### config.mk
export PLATFORM = sky130hd
export DESIGN_NAME = rxf_status
export DESIGN_NICKNAME = d
export VERILOG_FILES = /design/src/inc/rxf_pkg.sv /design/src/inc/rxf_flag_if.sv /design/src/hw/rxf_flag_gen.sv /design/src/hw/rxf_status.sv
export SDC_FILE = /design/constraint.sdc
export NUM_CORES = 1
export LEC_CHECK = 0
export CORE_MARGIN = 3
export CORE_UTILIZATION = 45
export DETAILED_ROUTE_END_ITERATION = 12
export DONT_BUFFER_PORTS = 1
export GPL_ROUTABILITY_DRIVEN = 0
export GPL_TIMING_DRIVEN = 0
export PLACE_DENSITY_LB_ADDON = 0.25
export SYNTH_ARGS = -nofsm -noshare
export SYNTH_HDL_FRONTEND = slang
export SYNTH_HIERARCHICAL = 1
export SYNTH_SLANG_ARGS = --single-unit
export TNS_END_PERCENT = 10
### constraint.sdc
create_clock -name ref_clk -period 2.5 [get_ports ref_clk]
set_input_delay 0.125 -clock ref_clk [delete_from_list [all_inputs] [get_ports ref_clk]]
set_output_delay 0.125 -clock ref_clk [all_outputs]
set_load 0.005 [all_outputs]
### src/inc/rxf_pkg.sv
package rxf_pkg;
  // ==========================================================================
  // Sizes.
  localparam int DEPTH = 32;
  localparam int CW = 6;
  // ==========================================================================
  // Register map (byte addresses).
  localparam logic [7:0] OFF_STATUS = 8'h00;
  localparam logic [7:0] OFF_CTRL = 8'h04;
  localparam logic [7:0] OFF_THRESH = 8'h08;
  localparam logic [7:0] OFF_LEVEL = 8'h0c;
  localparam logic [7:0] OFF_IRQ_STAT = 8'h10;
  localparam logic [7:0] OFF_IRQ_MASK = 8'h14;
  // ==========================================================================
  // Status bit positions.
  localparam int BIT_FULL = 6;
  localparam int BIT_NMTY = 5;
  localparam int BIT_TH = 4;
  localparam int BIT_OVF = 3;
  // ==========================================================================
  // Reset values.
  localparam logic [1:0] RST_MODE = 2'h0;
  localparam logic [5:0] RST_THRESH = 6'h10;
  localparam logic [7:0] RST_MASK = 8'h00;
  // ==========================================================================
  // Operating modes.
  typedef enum logic [1:0] {
    MODE_DIRECT = 2'b00,
    MODE_FIFO = 2'b01,
    MODE_PACKET = 2'b10,
    MODE_RSV = 2'b11
  } rxf_mode_e;
endpackage

### src/inc/rxf_flag_if.sv
`timescale 1ns/1ps
interface rxf_flag_if;
  logic [5:0] level;
  logic [5:0] thresh;
  logic push;
  logic enable;
  logic [7:0] flags;
  modport src (output level, output thresh, output push, output enable, input flags);
  modport gen (input level, input thresh, input push, input enable, output flags);
endinterface

### src/hw/rxf_flag_gen.sv
`timescale 1ns/1ps
module rxf_flag_gen
  import rxf_pkg::*;
(
  input wire logic ref_clk,
  input wire logic sys_rst,
  rxf_flag_if.gen fi
);
  logic [7:0] flags;
  logic [7:0] next_flags;

  always_comb begin
    next_flags = 8'h00;
    if (fi.enable) begin
      next_flags[BIT_FULL] = (fi.level == CW'(DEPTH));
      next_flags[BIT_NMTY] = (fi.level != 6'h00);
      next_flags[BIT_TH] = (fi.level >= fi.thresh);
      next_flags[BIT_OVF] = fi.push && (fi.level == CW'(DEPTH));
    end
  end

  always_ff @(posedge ref_clk or posedge sys_rst) begin
    if (sys_rst) begin
      flags <= 8'h00;
    end else begin
      flags <= next_flags;
    end
  end

  assign fi.flags = flags;

  property p_full;
    @(posedge ref_clk) disable iff (sys_rst)
      (fi.enable && fi.level == CW'(DEPTH)) |=> flags[BIT_FULL];
  endproperty
  a_full: assert property (p_full) else $error("full flag missing");

  property p_direct;
    @(posedge ref_clk) disable iff (sys_rst)
      !fi.enable |=> (flags == 8'h00);
  endproperty
  a_direct: assert property (p_direct) else $error("flags in direct mode");
endmodule

### src/hw/rxf_status.sv
// Chosen here: the address map and the AHB-Lite register port.
`timescale 1ns/1ps
module rxf_status
  import rxf_pkg::*;
#(
  parameter int DEPTH_P = DEPTH
)
(
  input wire logic ref_clk,
  input wire logic sys_rst,
  input wire logic haddr_sel,
  input wire logic [31:0] haddr,
  input wire logic [1:0] htrans,
  input wire logic hwrite,
  input wire logic [2:0] hsize,
  input wire logic [31:0] hwdata,
  input wire logic hready,
  output logic [31:0] hrdata,
  output logic hreadyout,
  output logic hresp,
  input wire logic rx_push,
  input wire logic rx_pop,
  output logic irq
);
  if (DEPTH_P != DEPTH) begin : g_depth_check
    $error("only depth 32 supported");
  end

  // ==========================================================================
  // Mode decode.
  // Flags exist only in the buffered modes; direct and the spare code gate them off.
  function automatic logic mode_on(input rxf_mode_e m);
    return (m == MODE_FIFO) || (m == MODE_PACKET);
  endfunction

  // ==========================================================================
  // Bus slave.
  logic ph_wr, ph_rd, next_ph_wr, next_ph_rd;
  logic [7:0] ph_addr, next_ph_addr;
  logic [31:0] rdata, next_rdata;
  rxf_mode_e mode, next_mode;
  logic [5:0] thresh, next_thresh;
  logic [5:0] level, next_level;
  logic [7:0] istat, next_istat, imask, next_imask;
  logic irq_q, next_irq;
  logic [7:0] flags;

  // ==========================================================================
  // Flag generator.
  rxf_flag_if fi ();
  assign fi.level = level;
  assign fi.thresh = thresh;
  assign fi.push = rx_push;
  assign fi.enable = mode_on(mode);
  assign flags = fi.flags;

  rxf_flag_gen u_gen (
    .ref_clk(ref_clk),
    .sys_rst(sys_rst),
    .fi(fi)
  );

  wire logic take = haddr_sel && hready && htrans[1];
  wire logic rd_stat = take && !hwrite && haddr[7:0] == OFF_IRQ_STAT;

  // ==========================================================================
  // Register file and fill level.
  always_comb begin
    next_ph_wr = take && hwrite;
    next_ph_rd = take && !hwrite;
    next_ph_addr = take ? haddr[7:0] : ph_addr;
    next_mode = mode;
    next_thresh = thresh;
    next_imask = imask;
    next_rdata = 32'h0000_0000;
    if (ph_wr) begin
      unique case (ph_addr)
        OFF_CTRL: begin
          next_mode = rxf_mode_e'(hwdata[1:0]);
        end
        OFF_THRESH: begin
          next_thresh = hwdata[5:0];
        end
        OFF_IRQ_MASK: begin
          next_imask = hwdata[7:0];
        end
        default: begin
          next_mode = mode;
        end
      endcase
    end
    if (take && !hwrite) begin
      unique case (haddr[7:0])
        OFF_STATUS: next_rdata = {24'h0, flags};
        OFF_CTRL: next_rdata = {30'h0, mode};
        OFF_THRESH: next_rdata = {26'h0, thresh};
        OFF_LEVEL: next_rdata = {26'h0, level};
        OFF_IRQ_STAT: next_rdata = {24'h0, istat};
        OFF_IRQ_MASK: next_rdata = {24'h0, imask};
        default: next_rdata = 32'h0000_0000;
      endcase
    end
    next_level = level;
    if (rx_push && level != 6'(DEPTH)) begin
      next_level = level + 6'h01;
    end
    if (rx_pop && level != 6'h00) begin
      next_level = next_level - 6'h01;
    end
    // Any flag that is high sets its sticky bit every cycle; the set wins over a read clear.
    next_istat = (rd_stat ? 8'h00 : istat) | flags;
    next_irq = |(next_istat & imask);
  end

  always_ff @(posedge ref_clk or posedge sys_rst) begin
    if (sys_rst) begin
      ph_wr <= 1'b0;
      ph_rd <= 1'b0;
      ph_addr <= 8'h00;
      rdata <= 32'h0000_0000;
      mode <= rxf_mode_e'(RST_MODE);
      thresh <= RST_THRESH;
      imask <= RST_MASK;
      level <= 6'h00;
      istat <= 8'h00;
      irq_q <= 1'b0;
    end else begin
      ph_wr <= next_ph_wr;
      ph_rd <= next_ph_rd;
      ph_addr <= next_ph_addr;
      rdata <= next_rdata;
      mode <= next_mode;
      thresh <= next_thresh;
      imask <= next_imask;
      level <= next_level;
      istat <= next_istat;
      irq_q <= next_irq;
    end
  end

  // ==========================================================================
  // Outputs.
  assign hrdata = rdata;
  assign hreadyout = 1'b1;
  assign hresp = 1'b0;
  assign irq = irq_q;

  // ==========================================================================
  // Checks.
  property p_nmty;
    @(posedge ref_clk) disable iff (sys_rst)
      (fi.enable && level != 6'h00) |=> flags[BIT_NMTY];
  endproperty
  a_nmty: assert property (p_nmty) else $error("not-empty flag missing");

  property p_th;
    @(posedge ref_clk) disable iff (sys_rst)
      (fi.enable && level < thresh) |=> !flags[BIT_TH];
  endproperty
  a_th: assert property (p_th) else $error("threshold flag stuck");

  property p_ovf;
    @(posedge ref_clk) disable iff (sys_rst)
      (fi.enable && rx_push && level == 6'(DEPTH)) |=> flags[BIT_OVF];
  endproperty
  a_ovf: assert property (p_ovf) else $error("overrun flag missing");

  property p_ro;
    @(posedge ref_clk) disable iff (sys_rst)
      (ph_wr && ph_addr == OFF_STATUS) |=> $stable(mode);
  endproperty
  a_ro: assert property (p_ro) else $error("status write had effect");

  property p_full_clr;
    @(posedge ref_clk) disable iff (sys_rst)
      (level != 6'(DEPTH)) |=> !flags[BIT_FULL];
  endproperty
  a_full_clr: assert property (p_full_clr) else $error("full flag stuck");

  property p_nmty_clr;
    @(posedge ref_clk) disable iff (sys_rst)
      (level == 6'h00) |=> !flags[BIT_NMTY];
  endproperty
  a_nmty_clr: assert property (p_nmty_clr) else $error("not-empty flag stuck");

  property p_th_set;
    @(posedge ref_clk) disable iff (sys_rst)
      (fi.enable && level >= thresh) |=> flags[BIT_TH];
  endproperty
  a_th_set: assert property (p_th_set) else $error("threshold flag missing");

  property p_ovf_clr;
    @(posedge ref_clk) disable iff (sys_rst)
      !(rx_push && level == 6'(DEPTH)) |=> !flags[BIT_OVF];
  endproperty
  a_ovf_clr: assert property (p_ovf_clr) else $error("overrun flag stuck");

  property p_gate;
    @(posedge ref_clk) disable iff (sys_rst)
      !mode_on(mode) |=> (flags == 8'h00);
  endproperty
  a_gate: assert property (p_gate) else $error("flags outside buffered modes");

  property p_rd_idle;
    @(posedge ref_clk) disable iff (sys_rst)
      !ph_rd |-> (rdata == 32'h0000_0000);
  endproperty
  a_rd_idle: assert property (p_rd_idle) else $error("read data outside data phase");

  property p_sticky;
    @(posedge ref_clk) disable iff (sys_rst)
      (|flags) |=> ((istat & $past(flags)) == $past(flags));
  endproperty
  a_sticky: assert property (p_sticky) else $error("sticky bit lost a set");

  c_full: cover property (@(posedge ref_clk) flags[BIT_FULL]);
  c_ovf: cover property (@(posedge ref_clk) flags[BIT_OVF]);
  c_irq: cover property (@(posedge ref_clk) irq_q);
  c_th: cover property (@(posedge ref_clk) flags[BIT_TH] && !flags[BIT_FULL]);
  c_spare: cover property (@(posedge ref_clk) mode == MODE_RSV && level != 6'h00);
endmodule

## Word-level counts from Yosys, hierarchy flattened

Index checks and enable logic that the tools add are counted.

| word-level totals | value |
|---|---|
| flip-flop bits (word level) | 76 |
| input port bits | 76 |
| output and inout port bits | 35 |
| word-level logic and storage cells | 49 |

| cells by class | value |
|---|---|
| add/subtract/negate cells | 2 |
| order comparisons | 1 |
| eq/ne operators | 12 |
| mux-type cells | 6 |
| bitwise gates (word level) | 2 |
| reduce and logical (&&, ||, !) cells | 16 |

Operators by type and width:

| kind | number |
|---|---|
| case mux 8 bit (6 select lines) | 1 |
| == test 8 x 4 -> 1 bit (second input constant) | 3 |
| == test 8 x 5 -> 1 bit (second input constant) | 3 |
| == test 8 x 3 -> 1 bit (second input constant) | 2 |
| 2-to-1 mux 8 bit | 2 |
| 2-to-1 mux 6 bit | 2 |
| bitwise AND 8 bit | 1 |
| logical AND 1 bit | 8 |
| zero test 8 bit | 1 |
| OR 8 x 7 -> 8 bit | 1 |
| OR reduction 8 bit | 1 |
| adder 6 x 1 -> 6 bit (second input constant) | 1 |
| == test 6 bit (second input constant) | 1 |
| >= comparator 6 bit | 1 |
| inequality test 6 bit (second input constant) | 1 |
| AND reduction 2 bit | 3 |
| nonzero test 6 bit | 1 |
| subtractor 6 x 1 -> 6 bit (second input constant) | 1 |
| 2-to-1 mux 4 bit | 1 |
| == test 2 x 1 -> 1 bit (second input constant) | 1 |
| == test 2 bit (second input constant) | 1 |
| zero test 1 bit | 1 |
| logical OR 1 bit | 1 |

## Logic depth before layout (Yosys ltp)

Gate-level depths: netlist (run 1).

| depth | value |
|---|---|
| depth after elaboration | 8 |
| mapped depth | 11 |
| mapped depth without buffers | 11 |

## Modules after synthesis

Netlist (run 1), hierarchy kept.

Modules (own cells, without submodules):

| module | times used | cells an instance | area each (um^2) |
|---|---|---|---|
| rxf_status | 1 | 239 | 2,631.3 |
| rxf_flag_gen | 1 | 35 | 322.8 |

## Least setup slack after synthesis (run 1)

OpenSTA, ideal clock, no wires.

| timing | value |
|---|---|
| path type | register -> register |
| start point | register level[0] (netlist: fi.level[0]) |
| end point | register level[2] (netlist: fi.level[2]) |
| library setup time | 0.110 ns |
| arrival time | 2.348 ns |
| required time | 2.390 ns |
| slack | 0.041 ns |
| cell stages (with the launch flop) | 11 |
| path through | dfrtp_1 inv_1 ha_1 nor3b_1 and2_1 nand2b_1 mux2i_1 ha_1 and2_1 a211oi_1 o41ai_1 |

| between the ends | value |
|---|---|
| word-level cells in the longest chain between the ends | 5 |

Ends and longest elaborated chain:

| item | RTL line | source |
|---|---|---|
| start, declared | rxf_status.sv:43 | `logic [5:0] level, next_level;` |
| start signal, assigned | rxf_status.sv:135 | `level <= next_level;` |
| branches (longest 4 deep; another with adder 6 x 1 -> 6 bit) | -- |  |
| 2-to-1 mux 6 bit (*) | rxf_status.sv:107 | `if (rx_pop && level != 6'h00) begin` |
| via next_level[2] | rxf_status.sv:43 |  |

Mark *: on every way through the listed nets, which the timed path passes.
A chain may end at the register's enable or synchronous reset.

## Worst setup path after layout (run 1)

| timing | value |
|---|---|
| start point | register level[1] (netlist: fi.level[1]) |
| end point | register level[2] (netlist: fi.level[2]) |

The elaborated chain is that of the path after synthesis.

==> metrics, run 1 <==
Hold Path Class primary input to register; leakage between 1.5 and 2 nW; initial antenna violation count 0; status complete, no violations; Main synth FF type dfrtp_1; Pwr Density between 700 and 800 mW/mm^2; CTS tree built; Die H 87.0 um; skew final around 0.014 ns; Final Max Slew Viols 0; global-route wire length before repair between 9000 and 10,000 um; final hold violations 0; Max Buffers Root-to-Sink 2; RSZ-0062 raised after global routing false; hold path start hwrite; DR iter-0 viols between 80 and 90; I/O Buffers 0; CP startpoint kind register; Worst Hold Endpoint hrdata[6]; dpl hpwl 4580 um; crit share post-route about 95%; Final setup viols 0; average size of a mapped cell around 11 sq um; Syn Inst Count between 200 and 300; CTS root buffer clkbuf_8; Non-Filler Instances 410; worst r2r path cells 10; Critical R2R Capture fi.level[2]; Sink Count 52; Initial Util about half; nets about 420; WHS between 0.009 and 0.01 ns; wire length per cell 15.3 um; worst-margin pin slew between 0.8 and 0.9 ns; total power roughly 2.6 mW; ys async rst share 100%; Ys Warns 6; most frequent cell after synthesis dfrtp_1; Max rail drop VDD roughly 0.44 mV; Synth Cell Area between 0.002 and 0.003 sq mm; number of detailed-route iterations in the first pass 4; fin crit period between 2 and 2.5 ns; pin count of the biggest net entering global routing 40; die area between 0.007 and 0.008 sq mm; grt total ovfl 0; Cell Rows 28; layout cells sized above 1 27.2%; post-synthesis sequential area ratio 44.1%; Crit Path Class register to register; vias in the first global route 2,038; Post-synth EDFFs 0; drt drc 0; htree depth 2; Max Fclk about 420 MHz; final wirelength approximately 6300 um; via/cell ratio between 5 and 6; WP data arrival ~2.6 ns; Slew headroom between 40% and 50%; placed insts about 380; core area around 0.006 sq mm; Routed Antenna Nets 0; flop2flop setup slack 0.12 ns; Synth top area share between 40% and 50%; vias after detailed routing 2,151; Critical Path RT about 2.7 ns; most frequent cells after synthesis 51 x dfrtp_1, 30 x buf_4, 22 x mux2_2; crit path capture type register; Area growth syn-to-layout 20.0%; Num CTS Buffers 5; flop and latch count out of synthesis 52; maxcap violations 0; Synth area leaders dfrtp_1 43%, mux2_2 8.4%, buf_4 7.6%; Worst Hold Depth 3; Total GRT Usage around 17%; DIE WIDTH about 87 um; Reg2Reg Launch Point fi.level[1]; worst-path maximum fanout 6; final instance area 0.00355 sq mm; # IOs 111; worst skew pair latency approximately 0.31 ns; DP Area 0.00317 sq mm; number of distinct library cells after synthesis 50; Antenna Cells 0; dominant cell type by area after synthesis dfrtp_1; CTS clk-pin slew, worst paths 0.10 ns
-- layer usage --
metal  GRT usage [%]  vias up  wire length [um]
li1                -     1039                 -
met5               0        -                 0
met4            5.38        0                97
met2            26.4       67              2960
met1            23.6     1036              2810
met3            3.22        9               398
-- layout by cell type (no fill, tap or decap), types with 2 or more instances in the layout --
cell type      instances
xor2_1                 3
clkbuf_8               5
o221ai_1               2
nor3_1                 4
a21oi_1                5
clkbuf_1               4
nor3_2                 2
nand3_1                3
a31oi_1                3
mux2_2                22
nand3b_1               2
nand2_1               10
nand4_1                2
o21ai_0                3
dfrtp_1               49
mux2i_1               15
xnor2_1                4
dfrtp_2                2
nor2_1                17
inv_1                 13
buf_6                  2
and2_4                 2
dlygate4sd3_1         16
a211oi_1               3
buf_4                 39
a22oi_1               12
o211ai_1               3
conb_1                30
inv_2                  2
buf_1                  2
ha_1                   9
or4_4                  2
o22ai_1                5
a21o_1                10
-- final cells by class --
cell class              instances  area [sq um]
flip-flops and latches         52          1310
plain buffers                  38           272
repair buffers                 26           248
clock inverters                 2          38.8
clock buffers                   6          72.6
inverters                      15          56.3
well taps                      75          93.8
multi-input cells             196          1460
fillers                       528          2580
-- power by group --
group	internal [mW]	total [mW]	switching (mW)
Combinational	0.490	0.922	0.433
Clock	0.303	0.583	0.281
Sequential	0.957	1.11	0.157
-- flip-flops by register name (all words and copies together) (netlist names) --
signal / flops
hrdata: 8
ph_wr: 1
irq: 1
imask: 8
istat: 8
u_gen/fi.flags: 4
fi.level: 6
fi.thresh: 6
mode: 2
ph_addr: 8
-- kinds of logic (layout without fill, tap and decap cells) --
logic type / Yosys count / after routing / synth area share [%]
flops: 52 / 52 / 44.1
other cells: 3 / 30 / 0.381
simple gates: 58 / 58 / 11.1
fa+ha+maj: 9 / 9 / 3.81
xor+xnor: 7 / 7 / 2.08
buf+inv: 53 / 87 / 11.1
compound gates: 52 / 52 / 12.5
mux: 40 / 40 / 15.0
-- how the worst max path moves through the flow --
stage,startpoint,depth (start not counted),endpoint,slack [ns]
finish,fi.level[1],10,fi.level[2],0.12
global route,fi.level[1],10,fi.level[2],0.01
detailed placement,fi.level[0],10,fi.level[2],-0.38
floorplan,fi.level[0],10,fi.level[2],0.04
global placement,fi.level[0],10,fi.level[2],-0.32
CTS,fi.level[1],10,fi.level[2],0.05
-- critical path: stages, from the launching register on --
cell,delay (ns)
dfrtp_2,0.47
inv_2,0.10
ha_1,0.18
nor3b_4,0.24
and2_4,0.19
nand2b_4,0.13
mux2i_2,0.23
ha_1,0.20
and2_4,0.17
a21oi_1,0.07
o41ai_2,0.30
-- repair_timing --
item                                    in CTS  in global routing
hold endpoints to repair                    75                  0
buffers inserted                             7                  2
endpoints found under the setup margin       2                  2
hold buffers                                16                  0
pin swaps                                    0                  1
resized for setup                            5                  6
-- per-stage QoR --
stage | setup TNS (ns) | setup WS, ns | utilization [%]
2_1_floorplan | 0 | 0.0415 | -
3_3_place_gp | -0.612 | -0.319 | 51.4
3_5_place_dp | -0.697 | -0.379 | 51.7
4_1_cts | 0 | 0.0503 | 57.2
5_1_grt | 0 | 0.00962 | 57.8
6_report | 0 | 0.117 | 57.8
No activity file was read; power rests on OpenSTA's default activity.
==> inputs of run 2 (changes only) <==
--- a/config.mk
+++ b/config.mk
@@ -11,6 +11,7 @@
 export DONT_BUFFER_PORTS = 1
 export GPL_ROUTABILITY_DRIVEN = 0
 export GPL_TIMING_DRIVEN = 0
+export MAX_ROUTING_LAYER = met4
 export PLACE_DENSITY_LB_ADDON = 0.25
 export SYNTH_ARGS = -nofsm -noshare
 export SYNTH_HDL_FRONTEND = slang
==> run 2 against run 1 <==
  * Utilization unchanged
  * Worst setup slack worse by 0.00054 ns
  * Critical endpoint unchanged
  * First-iteration DRC count is 16% higher
==> metrics, run 2 (synthesis gave the netlist of run 1 again) <==
final setup TNS 0 ns (unchanged); layout cells sized above 1 27.2% (unchanged); Hold Path Class primary input to register; core area 0.00613 sq mm (unchanged); Num CTS Buffers 5 (unchanged); vias after detailed routing 2,146 (-0.23%); Slew headroom 45.7% (-0.097 points); critical path's slowest cell dfrtp_2; Final setup viols 0 (unchanged); worst-path maximum fanout 6 (unchanged); Worst path max stage delay 0.47 ns (about the same); Sink Count 52 (unchanged); CP cell instances inv_2, ha_1, nor3b_4, and2_4, nand2b_4, mux2i_2, ha_1, and2_4, a21oi_1, o41ai_2; Routed Antenna Nets 0 (unchanged); skew final 0.0151 ns (+0.000558 ns); dpl hpwl 4580 um (unchanged); status complete, no violations; CP startpoint kind register; WP data arrival 2.58 ns (about the same); final wirelength 6250 um (-0.26%); Cell Rows 28 (unchanged); DIE WIDTH 87.0 um (unchanged); CTS root buffer clkbuf_8; pin count of the biggest net entering global routing 40 (unchanged); Max Fclk 420 MHz (about the same); die area 0.00757 sq mm (unchanged); Pwr Density 738 mW/mm^2 (about the same); total power 2.62 mW (about the same); DR iter-0 viols 95 (+16%); crit share post-route 95.3% (about the same); fin crit period 2.38 ns (+0.000536 ns); most frequent cells in the layout 49 x dfrtp_1, 39 x buf_4, 30 x conb_1, 22 x mux2_2, 17 x nor2_1; vias in the first global route 2,035 (-0.15%); via/cell ratio 5.23 (-0.23%); # IOs 111 (unchanged); fin util 57.8% (unchanged); Initial Util 48.2% (unchanged); CTS tree built; global-route wire length before repair 9950 um (about the same); Crit Path Class register to register; crit path capture type register; drt drc 0 (unchanged); Max Buffers Root-to-Sink 2 (unchanged); RSZ-0062 raised after global routing false; wire length per cell 15.2 um (-0.26%); nets 419 (unchanged); most common cell after layout, fill and taps aside dfrtp_1; Critical Path RT 2.70 ns (about the same); worst-margin pin slew 0.803 ns (+0.00143 ns); Antenna Cells 0 (unchanged); CTS clk-pin slew, worst paths 0.10 ns (about the same); initial antenna violation count 0 (unchanged); I/O Buffers 0 (unchanged); Die H 87.0 um (unchanged); worst skew pair latency 0.31 ns (about the same); Area growth syn-to-layout 20.0% (unchanged); Max rail drop VDD 0.436 mV (about the same); final hold violations 0 (unchanged); number of detailed-route iterations in the first pass 4 (unchanged); htree depth 2 (unchanged); grt total ovfl 0 (unchanged); Final Max Slew Viols 0 (unchanged); leakage 1.67 nW (unchanged); Total GRT Usage 17.4% (+0.51 points); maxcap violations 0 (unchanged)
## run 2: cell counts in the layout (fill, tap and decap cells not counted)
No cell type changed its count.
## run 2: worst max-delay path: cells and delay by family, from the launching register on
kind,cells,cell delay (ns)
DFF,1,0.47
muxes,1,0.23
and+or+nand+nor,4,0.73
adders and majority gates,2,0.38
AOI/OAI and AO/OA,2,0.37
buffers and inverters,1,0.10
## run 2: layout make-up
cell class | instances | area, sq um
fill | 528 | 2580
multi-input combinational | 196 | 1460
sequential | 52 | 1310
buffer | 38 | 272
timing repair buffer | 26 | 248
tap | 75 | 93.8
clock buffer | 6 | 72.6
inverter | 15 | 56.3
clock inverter | 2 | 38.8
## run 2: timing repair
item	4_1_cts	5_1_grt
endpoints found under the setup margin	2	2
pin swaps	0	1
buffers inserted	7	2
resized for setup	5	6
hold buffers	16	0
hold endpoints to repair	75	0
## run 2: per-layer routing
metal | up-vias | GRT usage, % | routed length (um)
met5 | - | - | 0
met4 | 0 | 5.38 | 108
met2 | 69 | 26.4 | 2930
li1 | 1039 | - | -
met3 | 11 | 3.12 | 435
met1 | 1027 | 23.7 | 2780
## run 2: worst paths after layout
kind / start / to / slack (ns) / cells after the start
worst max-delay path: fi.level[1] / fi.level[2] / 0.12 / 10
worst min-delay path: hwrite / hrdata[6] / 0.009 / 3
worst max register to register: fi.level[1] / fi.level[2] / 0.12 / 10
worst min register to register: u_gen/fi.flags[3] / istat[3] / 0.50 / 1
max in group asynchronous: sys_rst / ph_addr[1] / 1.80 / 3
min in group asynchronous: sys_rst / u_gen/fi.flags[3] / 0.18 / 2
## run 2: metrics by stage
stage | setup slack (ns) | instance area [sq um] | hold slack, ns | cells
2_1_floorplan | 0.0415 | 3060 | -0.109 | 301
3_3_place_gp | -0.319 | 3150 | -0.0956 | 376
3_5_place_dp | -0.379 | 3170 | -0.0969 | 377
4_1_cts | 0.0503 | 3510 | 0.0125 | 408
5_1_grt | 0.00962 | 3550 | 0.0111 | 410
6_report | 0.117 | 3550 | 0.00911 | 410
## run 2: power breakdown
part	switching, mW	leakage [nW]	internal [mW]
sequential	0.157	0.640	0.957
clock	0.279	0.0558	0.303
combinational	0.432	0.973	0.490
